--- config.mk ---
export PLATFORM = sky130hd
export DESIGN_NAME = reset_timeout_sequencer
export DESIGN_NICKNAME = d
export VERILOG_FILES = /design/src/rtl/reset_seq_pkg.sv /design/src/rtl/reset_timeout_sequencer.sv
export SDC_FILE = /design/constraint.sdc
export NUM_CORES = 1
export LEC_CHECK = 0
export ABC_AREA = 1
export BUFFER_PORTS_ARGS = -buffer_cell sky130_fd_sc_hd__buf_2
export CORE_UTILIZATION = 40
export DETAILED_ROUTE_END_ITERATION = 16
export PLACE_DENSITY_LB_ADDON = 0.3
export SLEW_MARGIN = 20
export SYNTH_ARGS = -nofsm -noshare
export SYNTH_HDL_FRONTEND = slang
export SYNTH_SLANG_ARGS = --single-unit
--- constraint.sdc ---
create_clock -name ref_clk_i -period 2.9 [get_ports ref_clk_i]
set_input_delay 0.58 -clock ref_clk_i [delete_from_list [all_inputs] [get_ports ref_clk_i]]
set_output_delay 0.58 -clock ref_clk_i [all_outputs]
set_load 0.02 [all_outputs]
--- src/rtl/reset_seq_pkg.sv ---
package reset_seq_pkg;

  // ==========================================================================
  // Timing
  localparam int unsigned CLK_HZ = 25_000_000;
  localparam int unsigned PWRUP_DELAY_MS = 72;
  localparam int unsigned PWRUP_DELAY_CYC = PWRUP_DELAY_MS * (CLK_HZ / 1000);
  localparam int unsigned PLL_SETTLE_US = 2000;
  localparam int unsigned PLL_SETTLE_CYC = PLL_SETTLE_US * (CLK_HZ / 1000000);
  localparam int unsigned OSC_STARTUP_CYC = 1024;
  localparam int unsigned BROWNOUT_MIN_US = 100;
  localparam int unsigned BROWNOUT_MIN_CYC =
    BROWNOUT_MIN_US * (CLK_HZ / 1000000);
  localparam int unsigned PIN_FILTER_CYC = 8;
  localparam int unsigned RC_DIV = 4;
  localparam int unsigned CNT_W = 32;

  // ==========================================================================
  // Oscillator modes
  typedef enum logic [1:0] {
    crystal_mode        = 2'h0,
    ext_clock_mode      = 2'h1,
    crystal_pll_mode    = 2'h2,
    ext_clock_pll_mode  = 2'h3
  } osc_mode_t;

  // ==========================================================================
  // Sequencer states (Gray along the usual path except ST_OSC to ST_WAIT)
  typedef enum logic [2:0] {
    ST_HOLD   = 3'h0,
    ST_PWRUP  = 3'h1,
    ST_PLL    = 3'h3,
    ST_OSC    = 3'h2,
    ST_RUN    = 3'h6,
    ST_WAIT   = 3'h7
  } seq_state_t;

  // ==========================================================================
  // Reset causes
  typedef enum logic [2:0] {
    CAUSE_NONE      = 3'h0,
    CAUSE_POWER_ON  = 3'h1,
    CAUSE_PIN_RUN   = 3'h2,
    CAUSE_PIN_HALT  = 3'h3,
    CAUSE_WATCHDOG  = 3'h4,
    CAUSE_BROWNOUT  = 3'h5
  } cause_t;

  // ==========================================================================
  // Register map
  localparam logic [31:0] PCS_ADDR     = 32'h0000_0000;
  localparam logic [31:0] FLAGS_ADDR   = 32'h0000_0004;
  localparam logic [31:0] CONFIG_ADDR  = 32'h0000_0008;
  localparam int unsigned PCS_BROWNOUT_BIT = 0;
  localparam int unsigned PCS_POWER_ON_BIT = 1;
  localparam int unsigned FLG_POWERDOWN_BIT = 0;
  localparam int unsigned FLG_TIMEOUT_BIT = 1;
  localparam int unsigned CFG_MODE_LSB = 0;
  localparam int unsigned CFG_DELAY_EN_N_BIT = 3;
  localparam logic [1:0] HTRANS_NONSEQ = 2'h2;
  localparam logic [2:0] HSIZE_WORD = 3'h2;

endpackage

--- src/rtl/reset_timeout_sequencer.sv ---
`timescale 1ns/1ns
module reset_timeout_sequencer
  import reset_seq_pkg::*;
#(
  parameter int unsigned PWRUP_CYC  = PWRUP_DELAY_CYC,
  parameter int unsigned PLL_CYC    = PLL_SETTLE_CYC,
  parameter int unsigned OSC_CYC    = OSC_STARTUP_CYC,
  parameter int unsigned BROWN_CYC  = BROWNOUT_MIN_CYC,
  parameter int unsigned FILTER_CYC = PIN_FILTER_CYC
) (
  input  wire logic        ref_clk_i,
  input  wire logic        reset_i,
  input  wire logic        supply_rise_i,
  input  wire logic        supply_low_i,
  input  wire logic        master_clear_pin_n_i,
  input  wire logic        watchdog_timeout_i,
  input  wire logic        halted_i,
  input  wire logic        wake_irq_i,
  input  wire logic        osc_input_pin_i,
  input  wire logic [31:0] haddr,
  input  wire logic [1:0]  htrans,
  input  wire logic        hwrite,
  input  wire logic [2:0]  hsize,
  input  wire logic [31:0] hwdata,
  input  wire logic        hsel,
  input  wire logic        hready,
  output logic      [31:0] hrdata,
  output logic             hreadyout,
  output logic             hresp,
  output logic             master_clear_pin_o,
  output logic             master_clear_pin_oe_o,
  output logic             core_reset_o,
  output logic             regs_reset_o,
  output logic             keep_regs_undef_o,
  output logic             wake_o,
  output logic [2:0]       reset_cause_o
);
  import reset_seq_pkg::*;

  // ==========================================================================
  // Pin drive: never driven, watchdog included
  assign master_clear_pin_o    = 1'b0;
  assign master_clear_pin_oe_o = 1'b0;

  // ==========================================================================
  // Reset pin noise filter
  logic [CNT_W-1:0] filt_cnt;
  logic             pin_low;
  always_ff @(posedge ref_clk_i) begin
    if (reset_i) begin
      filt_cnt <= '0;
      pin_low  <= 1'b0;
    end else if (master_clear_pin_n_i == !pin_low) begin
      filt_cnt <= '0;
    end else if (filt_cnt >= CNT_W'(FILTER_CYC - 1)) begin
      filt_cnt <= '0;
      pin_low  <= !master_clear_pin_n_i;
    end else begin
      filt_cnt <= filt_cnt + 1'b1;
    end
  end

  // ==========================================================================
  // Brown-out qualification, always on
  logic [CNT_W-1:0] brown_cnt;
  logic             brown_active;
  always_ff @(posedge ref_clk_i) begin
    if (reset_i) begin
      brown_cnt    <= '0;
      brown_active <= 1'b0;
    end else if (!supply_low_i) begin
      brown_cnt    <= '0;
      brown_active <= 1'b0;
    end else if (brown_cnt >= CNT_W'(BROWN_CYC - 1)) begin
      brown_active <= 1'b1;
    end else begin
      brown_cnt <= brown_cnt + 1'b1;
    end
  end

  // ==========================================================================
  // Internal RC tick and oscillator edge detect
  logic [1:0] rc_div;
  logic       rc_tick;
  logic       osc_q;
  logic       osc_edge;
  always_ff @(posedge ref_clk_i) begin
    if (reset_i) begin
      rc_div <= '0;
    end else begin
      rc_div <= rc_div + 1'b1;
    end
  end
  assign rc_tick = (rc_div == 2'(RC_DIV - 1));

  always_ff @(posedge ref_clk_i) begin
    if (reset_i) begin
      osc_q <= 1'b0;
    end else begin
      osc_q <= osc_input_pin_i;
    end
  end
  assign osc_edge = osc_input_pin_i && !osc_q;

  // ==========================================================================
  // Configuration and status registers
  osc_mode_t osc_mode;
  logic      pwrup_en_n;
  logic      timeout_flag;
  logic      powerdown_flag;
  logic      por_status;
  logic      brown_status;

  // ==========================================================================
  // Cause sorting
  logic   por_evt;
  logic   dog_evt;
  logic   wake_dog;
  logic   wake_int;
  logic   pin_q;
  logic   brown_q;
  logic   pin_evt;
  logic   brown_evt;
  cause_t cause;
  assign por_evt   = supply_rise_i;
  assign pin_evt   = pin_low && !pin_q;
  assign brown_evt = brown_active && !brown_q;
  assign dog_evt   = watchdog_timeout_i && !halted_i;
  assign wake_dog  = watchdog_timeout_i && halted_i;
  assign wake_int  = wake_irq_i && halted_i && !pin_low;

  always_ff @(posedge ref_clk_i) begin
    if (reset_i) begin
      pin_q   <= 1'b0;
      brown_q <= 1'b0;
    end else begin
      pin_q   <= pin_low;
      brown_q <= brown_active;
    end
  end

  always_comb begin
    cause = CAUSE_NONE;
    if (por_evt) begin
      cause = CAUSE_POWER_ON;
    end else if (brown_evt) begin
      cause = CAUSE_BROWNOUT;
    end else if (pin_evt && halted_i) begin
      cause = CAUSE_PIN_HALT;
    end else if (pin_evt) begin
      cause = CAUSE_PIN_RUN;
    end else if (dog_evt) begin
      cause = CAUSE_WATCHDOG;
    end
  end

  always_ff @(posedge ref_clk_i) begin
    if (reset_i) begin
      reset_cause_o <= CAUSE_NONE;
    end else if (cause != CAUSE_NONE) begin
      reset_cause_o <= cause;
    end
  end

  // ==========================================================================
  // Time-out sequencer
  seq_state_t       state;
  logic [CNT_W-1:0] cnt;
  logic             use_pll;
  logic             use_osc;
  logic             do_delay;
  logic             full_seq;
  assign use_pll = (osc_mode == crystal_pll_mode) ||
                   (osc_mode == ext_clock_pll_mode);
  assign use_osc = (osc_mode == crystal_mode) ||
                   (osc_mode == crystal_pll_mode);

  always_ff @(posedge ref_clk_i) begin
    if (reset_i) begin
      state    <= ST_HOLD;
      cnt      <= '0;
      do_delay <= 1'b1;
      full_seq <= 1'b1;
    end else if (por_evt || brown_active) begin
      state    <= ST_HOLD;
      cnt      <= '0;
      do_delay <= !pwrup_en_n;
      full_seq <= 1'b1;
    end else if (cause != CAUSE_NONE) begin
      state    <= ST_HOLD;
      cnt      <= '0;
      do_delay <= 1'b0;
      full_seq <= 1'b0;
    end else if (wake_dog || wake_int) begin
      state    <= ST_HOLD;
      cnt      <= '0;
      do_delay <= 1'b0;
      full_seq <= 1'b1;
    end else begin
      case (state)
        ST_HOLD: begin
          cnt <= '0;
          if (do_delay) begin
            state <= ST_PWRUP;
          end else begin
            state <= ST_PLL;
          end
        end
        ST_PWRUP: begin
          if (cnt >= CNT_W'(PWRUP_CYC / RC_DIV)) begin
            cnt   <= '0;
            state <= ST_PLL;
          end else if (rc_tick) begin
            cnt <= cnt + 1'b1;
          end
        end
        ST_PLL: begin
          if (!use_pll || !full_seq || cnt >= CNT_W'(PLL_CYC)) begin
            cnt   <= '0;
            state <= ST_OSC;
          end else begin
            cnt <= cnt + 1'b1;
          end
        end
        ST_OSC: begin
          if (!use_osc || !full_seq || cnt >= CNT_W'(OSC_CYC)) begin
            cnt   <= '0;
            state <= ST_WAIT;
          end else if (osc_edge) begin
            cnt <= cnt + 1'b1;
          end
        end
        ST_WAIT: begin
          if (!pin_low) begin
            state <= ST_RUN;
          end
        end
        ST_RUN: begin
          state <= ST_RUN;
        end
        default: begin
          state <= ST_HOLD;
        end
      endcase
    end
  end

  assign core_reset_o = (state != ST_RUN) || pin_low || brown_active;
  assign regs_reset_o = (cause != CAUSE_NONE) || brown_active;
  assign wake_o       = (wake_dog || wake_int) && state == ST_RUN;

  // Unaffected class is only undefined after power-on
  always_ff @(posedge ref_clk_i) begin
    if (reset_i) begin
      keep_regs_undef_o <= 1'b1;
    end else if (por_evt) begin
      keep_regs_undef_o <= 1'b1;
    end else if (state == ST_RUN) begin
      keep_regs_undef_o <= 1'b0;
    end
  end

  // ==========================================================================
  // Timeout and powerdown flags
  always_ff @(posedge ref_clk_i) begin
    if (reset_i) begin
      timeout_flag   <= 1'b1;
      powerdown_flag <= 1'b1;
    end else begin
      case (cause)
        CAUSE_POWER_ON, CAUSE_BROWNOUT: begin
          timeout_flag   <= 1'b1;
          powerdown_flag <= 1'b1;
        end
        CAUSE_WATCHDOG: begin
          timeout_flag   <= 1'b0;
          powerdown_flag <= 1'b1;
        end
        CAUSE_PIN_HALT: begin
          timeout_flag   <= 1'b1;
          powerdown_flag <= 1'b0;
        end
        default: begin
          if (wake_dog) begin
            timeout_flag   <= 1'b0;
            powerdown_flag <= 1'b0;
          end else if (wake_int) begin
            timeout_flag   <= 1'b1;
            powerdown_flag <= 1'b0;
          end
        end
      endcase
    end
  end

  // ==========================================================================
  // AHB-Lite slave
  logic        ap_valid;
  logic        ap_write;
  logic [31:0] ap_addr;
  assign hreadyout = 1'b1;
  assign hresp     = 1'b0;

  always_ff @(posedge ref_clk_i) begin
    if (reset_i) begin
      ap_valid <= 1'b0;
      ap_write <= 1'b0;
      ap_addr  <= '0;
    end else if (hready) begin
      ap_valid <= hsel && htrans == HTRANS_NONSEQ && hsize == HSIZE_WORD;
      ap_write <= hwrite;
      ap_addr  <= haddr;
    end
  end

  logic wr_pcs;
  logic wr_cfg;
  assign wr_pcs = ap_valid && ap_write && ap_addr == PCS_ADDR;
  assign wr_cfg = ap_valid && ap_write && ap_addr == CONFIG_ADDR;

  // Status bits: hardware clear wins over software set
  always_ff @(posedge ref_clk_i) begin
    if (reset_i) begin
      por_status   <= 1'b0;
      brown_status <= 1'b0;
    end else begin
      if (por_evt) begin
        por_status <= 1'b0;
      end else if (wr_pcs) begin
        por_status <= hwdata[PCS_POWER_ON_BIT];
      end
      if (brown_evt) begin
        brown_status <= 1'b0;
      end else if (wr_pcs) begin
        brown_status <= hwdata[PCS_BROWNOUT_BIT];
      end
    end
  end

  // Configuration survives all resets but the bus reset
  always_ff @(posedge ref_clk_i) begin
    if (reset_i) begin
      osc_mode   <= crystal_mode;
      pwrup_en_n <= 1'b0;
    end else if (wr_cfg) begin
      osc_mode   <= osc_mode_t'(hwdata[CFG_MODE_LSB +: 2]);
      pwrup_en_n <= hwdata[CFG_DELAY_EN_N_BIT];
    end
  end

  always_ff @(posedge ref_clk_i) begin
    if (reset_i) begin
      hrdata <= '0;
    end else if (hready) begin
      hrdata <= '0;
      if (hsel && htrans == HTRANS_NONSEQ && !hwrite) begin
        case (haddr)
          PCS_ADDR: begin
            hrdata[PCS_POWER_ON_BIT] <= por_status;
            hrdata[PCS_BROWNOUT_BIT] <= brown_status;
          end
          FLAGS_ADDR: begin
            hrdata[FLG_TIMEOUT_BIT]   <= timeout_flag;
            hrdata[FLG_POWERDOWN_BIT] <= powerdown_flag;
          end
          CONFIG_ADDR: begin
            hrdata[CFG_MODE_LSB +: 2]  <= osc_mode;
            hrdata[CFG_DELAY_EN_N_BIT] <= pwrup_en_n;
          end
          default: begin
            hrdata <= '0;
          end
        endcase
      end
    end
  end

endmodule

Yosys cells after proc, flatten, opt, wreduce, memory -nomap -nowiden
Cells that the tools add are included.
{"block": "word_totals", "out_inout_bits": 43, "regBits": 185, "word_cells": 149}
{"block": "classes", "n_reduce_logical": 58, "magnitude_cmp": 5, "bitwise": 2, "n_mux": 31, "n_eq_ne": 25, "addsub": 4}
{"cell": "$mux W32", "count": 5}
{"cell": "$pmux W32 S4", "count": 1}
{"cell": "$add A32 B1 Y32 const B", "count": 3}
{"cell": "$eq A32 B4 Y1 const B", "count": 2}
{"cell": "$logic_not A32 Y1", "count": 2}
{"cell": "$eq A32 B3 Y1 const B", "count": 1}
{"cell": "$ge A32 B11 Y1 const B", "count": 1}
{"cell": "$ge A32 B12 Y1 const B", "count": 1}
{"cell": "$ge A32 B16 Y1 const B", "count": 1}
{"cell": "$ge A32 B19 Y1 const B", "count": 1}
{"cell": "$ge A32 B3 Y1 const B", "count": 1}
{"cell": "$mux W3", "count": 9}
{"cell": "$pmux W3 S6", "count": 1}
{"cell": "$logic_and A1 B1 Y1", "count": 15}
{"cell": "$eq A3 B2 Y1 const B", "count": 4}
{"cell": "$eq A3 B3 Y1 const B", "count": 4}
{"cell": "$reduce_bool A4 Y1", "count": 3}
{"cell": "$logic_not A1 Y1", "count": 11}
{"cell": "$logic_or A1 B1 Y1", "count": 11}
{"cell": "$mux W1", "count": 10}
{"cell": "$ne A3 B3 Y1 const B", "count": 3}
{"cell": "$reduce_or A3 Y1", "count": 3}
{"cell": "$eq A2 B2 Y1 const B", "count": 4}
{"cell": "$ne A2 B2 Y1 const B", "count": 4}
{"cell": "other kinds (17)", "count": 24}

Logic depth before layout (Yosys ltp)
{"block": "depth", "word_depth": 10, "ltp_mapped": 13, "ltp_nobuf": 13}

Least setup slack after synthesis
No wires, ideal clock.
{"block": "synth_timing", "path_kind": "input port to output port", "from": "in supply_rise_i", "to": "out regs_reset_o", "slack_ps": 1174, "arrival_ps": 1146, "cell_stages": 6, "cell_sequence": "nor2_1 > inv_1 > nor2_1 > nand2_1 > inv_1 > nand2_1"}
{"block": "synth_via", "elab_chain_len": 3}
{"element": "start, declared", "line_no": "reset_timeout_sequencer.sv:13", "source": "input wire logic supply_rise_i,"}
{"element": "$mux W3", "line_no": "reset_timeout_sequencer.sv:144", "source": "if (por_evt) begin"}
{"element": "$reduce_bool A3 Y1", "line_no": "reset_timeout_sequencer.sv:249", "source": "assign regs_reset_o = (cause != CAUSE_NONE) || brown_active;"}
{"element": "$logic_or A1 B1 Y1", "line_no": "reset_timeout_sequencer.sv:249"}
{"element": "end, declared", "line_no": "reset_timeout_sequencer.sv:33", "source": "output logic regs_reset_o,"}
Every way passes these cells.

Final worst setup path
{"block": "layout_timing", "from": "reg brown_active", "to": "out regs_reset_o"}
{"block": "layout_via", "elab_chain_len": 5}
{"element": "start, declared", "line_no": "reset_timeout_sequencer.sv:66", "source": "logic brown_active;"}
{"element": "start signal, assigned", "line_no": "reset_timeout_sequencer.sv:70", "source": "brown_active <= 1'b0;"}
{"element": "start signal, assigned", "line_no": "reset_timeout_sequencer.sv:73", "source": "brown_active <= 1'b0;"}
{"element": "start signal, assigned", "line_no": "reset_timeout_sequencer.sv:75", "source": "brown_active <= 1'b1;"}
{"element": "$logic_and A1 B1 Y1", "line_no": "reset_timeout_sequencer.sv:127", "source": "assign brown_evt = brown_active && !brown_q;"}
{"element": "$mux W3", "line_no": "reset_timeout_sequencer.sv:146", "source": "end else if (brown_evt) begin"}
{"element": "$mux W3", "line_no": "reset_timeout_sequencer.sv:144"}
{"element": "$reduce_bool A3 Y1", "line_no": "reset_timeout_sequencer.sv:249"}
{"element": "$logic_or A1 B1 Y1 (*)", "line_no": "reset_timeout_sequencer.sv:249"}
Every way passes the cells marked *; elsewhere a longest branch is shown, timed or not.

==> results_tabular.tex <==
\begin{tabular}{lr}
\hline
Metric & Value \\
\hline
\multicolumn{2}{l}{\textbf{Power and ir drop}} \\
Leakage & 3.514 nW \\
Worst supply voltage drop on vdd & 456.3 uV \\
Pwr dens & 587.3 nW/um\^{}2 \\
Post-route total power & 0.004721 W \\
\multicolumn{2}{l}{\textbf{Timing}} \\
Total of endpoints with negative setup slack in the final report & 0 \\
Number of hold violations in the final report & 0 \\
Setup Total Neg Slack & 0 ns \\
Peak Freq & 420.5 MHz \\
Post-route setup slack & 0.5216 ns \\
Slew Limit Fails & 0 \\
Transition time at the pin with the least slew margin & 0.5633 ns \\
Setup Skew & 0.009542 ns \\
Post-route minimum period & 2.378 ns \\
Share of the cycle needed by the critical path after routing & 0.8201 \\
Setup repair after global routing missed its margin & no \\
Relative max-transition margin & 0.6236 \\
\multicolumn{2}{l}{\textbf{Layout}} \\
Footprint of the flip-flops and latches & 3123 sq um \\
Commonest cells after routing, fill and taps aside & nor2\_1, nand2\_1, dfxtp\_1, inv\_1, a21oi\_1 \\
Layout cells sized above 1 & 0.1090 \\
Most common cell after layout, fill and taps aside & nor2\_1 \\
Area of combinational cells with multiple inputs & 3194 sq um \\
Design area & 8039 sq um \\
Number of nets at the end of the flow & 1146 \\
Number of fill cells & 1719 \\
Ant diodes & 0 \\
Area growth, synth to finish & 15.45\% \\
\multicolumn{2}{l}{\textbf{Routing}} \\
Residual DRC & 0 \\
WL met1 & 7028 um \\
Total iterations of the first detailed-routing run & 5 \\
Highest Signal Layer & met4 \\
Routed wire length & 14530 um \\
Number of violations reported at the end of detailed-routing iteration 0 & 251 \\
Routed met3 length & 613 um \\
Antenna viol nets, final & 0 \\
Number of vias in the routed layout & 5983 \\
Total length of routed met2 wires & 6666 um \\
Vias per Instance & 4.627 \\
Detail-routed net length per standard cell & 11.24 um \\
\multicolumn{2}{l}{\textbf{Logic synthesis}} \\
Yosys cell types & 36 \\
Summed instance area of the synthesized netlist & 6963 sq um \\
Most area-consuming cells after synthesis & dfxtp\_1, nor2\_1, nand2\_1 \\
Syn\_area\_per\_cell & 7.149 sq um \\
Register bit total from synthesis & 156 \\
Sequential area share after synthesis & 0.4485 \\
Cell count after synthesis & 974 \\
Post-synth top area cell & dfxtp\_1 \\
Yosys top cell area share & 0.4485 \\
Synth warn & 0 \\
\multicolumn{2}{l}{\textbf{Die}} \\
Area of the die & 17940 sq um \\
Height of the chip & 133.9 um \\
Area of the core region & 16760 sq um \\
Horiz. Die Dim & 133.9 um \\
Site Rows & 47 \\
I/O pin count & 124 \\
Starting Density & 0.4155 \\
\multicolumn{2}{l}{\textbf{Worst hold path}} \\
Worst hold-check path type & input pin to register \\
Endpoint, Worst Hold & osc\_q\$\_SDFF\_PP0\_ \\
Hold Path Origin & osc\_input\_pin\_i \\
Hold path cells & 3 \\
\multicolumn{2}{l}{\textbf{Clock tree}} \\
Clock tree from TritonCTS & done \\
Post-CTS Setup Bufs & 0 \\
TritonCTS sink count & 156 \\
Root buffer cell & clkbuf\_16 \\
Clock-pin slew on the worst setup and hold paths & 0.07 ns \\
Number of buffers added by the clock tree synthesis step & 17 \\
Clock buffer depth & 2 \\
Latest clock arrival within the worst-skew pair & 0.43 ns \\
Cells resized by post-CTS repair & 0 \\
Total number of H-tree levels & 4 \\
Hold buffer count at CTS & 0 \\
\multicolumn{2}{l}{\textbf{Global route}} \\
Gr ovfl total & 0 \\
Initial antenna violation count & 0 \\
Global router's overall resource usage & 0.1707 \\
Vias in the first global route & 5417 \\
Global-route wire length before repair & 24720 um \\
Maximum number of pins on one net before global-route repair & 62 \\
\multicolumn{2}{l}{\textbf{Setup path}} \\
FF-to-FF path depth & 12 \\
Crit Path Category & register to output pin \\
Worst Path Arrival & 1.80 ns \\
Critical Path Sink Type & output pin \\
CP max FO & 5 \\
Reg2Reg Launch Point & cnt[15]\$\_SDFFE\_PP0P\_ \\
FF-to-FF End & cnt[24]\$\_SDFFE\_PP0P\_ \\
Worst reg-to-reg setup slack & 0.83 ns \\
Startpoint type of the worst setup path & register \\
Worst EP required & 2.32 ns \\
\multicolumn{2}{l}{\textbf{Job}} \\
Max Cap Violations & 0 \\
\multicolumn{2}{l}{\textbf{Placed design}} \\
Placed standard-cell area & 7437 sq um \\
Final HPWL DP & 10500 um \\
Port Buffer Count & 61 \\
Post-Place Setup Slack & 0.6776 ns \\
Final Wtd Congestion & 0.9438 \\
\multicolumn{2}{l}{\textbf{Run status}} \\
Outcome & finished clean \\
\hline
\end{tabular}
[layout make-up]
type	count	area share
Multi-Input combinational cell	688	0.3974
Inverter	129	0.06054
Timing Repair Buffer	68	0.04451
Clock buffer	18	0.05339
Tap cell	220	0.03424
Sequential cell	156	0.3885
Clock inverter	14	0.02148
[synth_stat cells, drive strengths merged]
| cell type | n |
|---|---|
| clkbuf | 16 |
| nand4 | 32 |
| xnor2 | 5 |
| ha | 5 |
| o21ai | 50 |
| clkinv | 1 |
| o311ai | 1 |
| nor3b | 1 |
| nand3 | 59 |
| o211ai | 1 |
| nor2 | 179 |
| nand2 | 162 |
| a21boi | 1 |
| nand3b | 2 |
| nor3 | 27 |
| a21oi | 68 |
| or2 | 3 |
| inv | 128 |
| o31ai | 1 |
| buf | 44 |
| xor2 | 16 |
| conb | 2 |
| o21bai | 1 |
| nor4 | 13 |
| dfxtp | 156 |
[worst max path at each step]
stage	depth (start not counted)	to	startpoint	slack, ns
after floorplan	6	regs_reset_o	supply_rise_i	1.17
after global placement	8	cnt[0]$_SDFFE_PP0P_	reset_i	0.71
after detailed placement	8	cnt[17]$_SDFFE_PP0P_	reset_i	0.68
after CTS	9	regs_reset_o	brown_active$_SDFFE_PP0P_	0.49
after global routing	9	regs_reset_o	brown_active$_SDFFE_PP0P_	0.31
final	9	regs_reset_o	brown_active$_SDFFE_PP0P_	0.52
[worst max-delay path, cell delays in order, from the launching register on]
cell and delay (ns):
dfxtp_1 0.37, inv_1 0.11, nor2_1 0.20, nor2_1 0.06
inv_1 0.11, nor2_1 0.06, nand2_1 0.11, inv_1 0.10
nand2_1 0.07, buf_2 0.17
[power breakdown]
| group | switching, W | total (W) | internal (W) |
|---|---|---|---|
| combinational | 0.000174 | 0.000254 | 0.0000799 |
| sequential | 0.0000272 | 0.00223 | 0.00221 |
| clock | 0.000997 | 0.00223 | 0.00124 |
| total | 0.00120 | 0.00472 | 0.00352 |
[layer usage]
metal,track usage,up-vias
met5,0,-
met4,0.06376,0
met3,0.04460,15
met2,0.2723,100
met1,0.2206,2678
li1,-,3190
[flip-flops by register name, indices dropped and copies added, names as in the netlist, 2 cells and up]
signal and flops:
osc_mode 2, rc_div 2, reset_cause_o 3, hrdata 3
state 3, ap_addr 32, cnt 32, brown_cnt 32
filt_cnt 32
[stage by stage]
| step | hold slack, ns | cells | utilization |
|---|---|---|---|
| 5_1_grt | 0.3886 | 1293 | 0.4797 |
| 4_1_cts | 0.3563 | 1293 | 0.4797 |
| 3_5_place_dp | 0.4196 | 1261 | 0.4437 |
| 2_1_floorplan | 0.3992 | 1033 | - |
| 3_3_place_gp | 0.4106 | 1261 | 0.4437 |
| 6_report | 0.3711 | 1293 | 0.4797 |
[cells by family (layout without fill, tap and decap cells)]
logic type / Yosys count / after routing / synth area share
flip-flops: 156 / 156 / 0.4485
buffers and inverters: 189 / 229 / 0.1245
AO/OA/AOI/OAI: 123 / 123 / 0.09308
adder cells (fa/ha/maj): 5 / 5 / 0.008985
XOR/XNOR: 21 / 21 / 0.02641
AND/OR/NAND/NOR: 478 / 478 / 0.2974
other: 2 / 61 / 0.001079
Power figures use the tool's default switching activity.
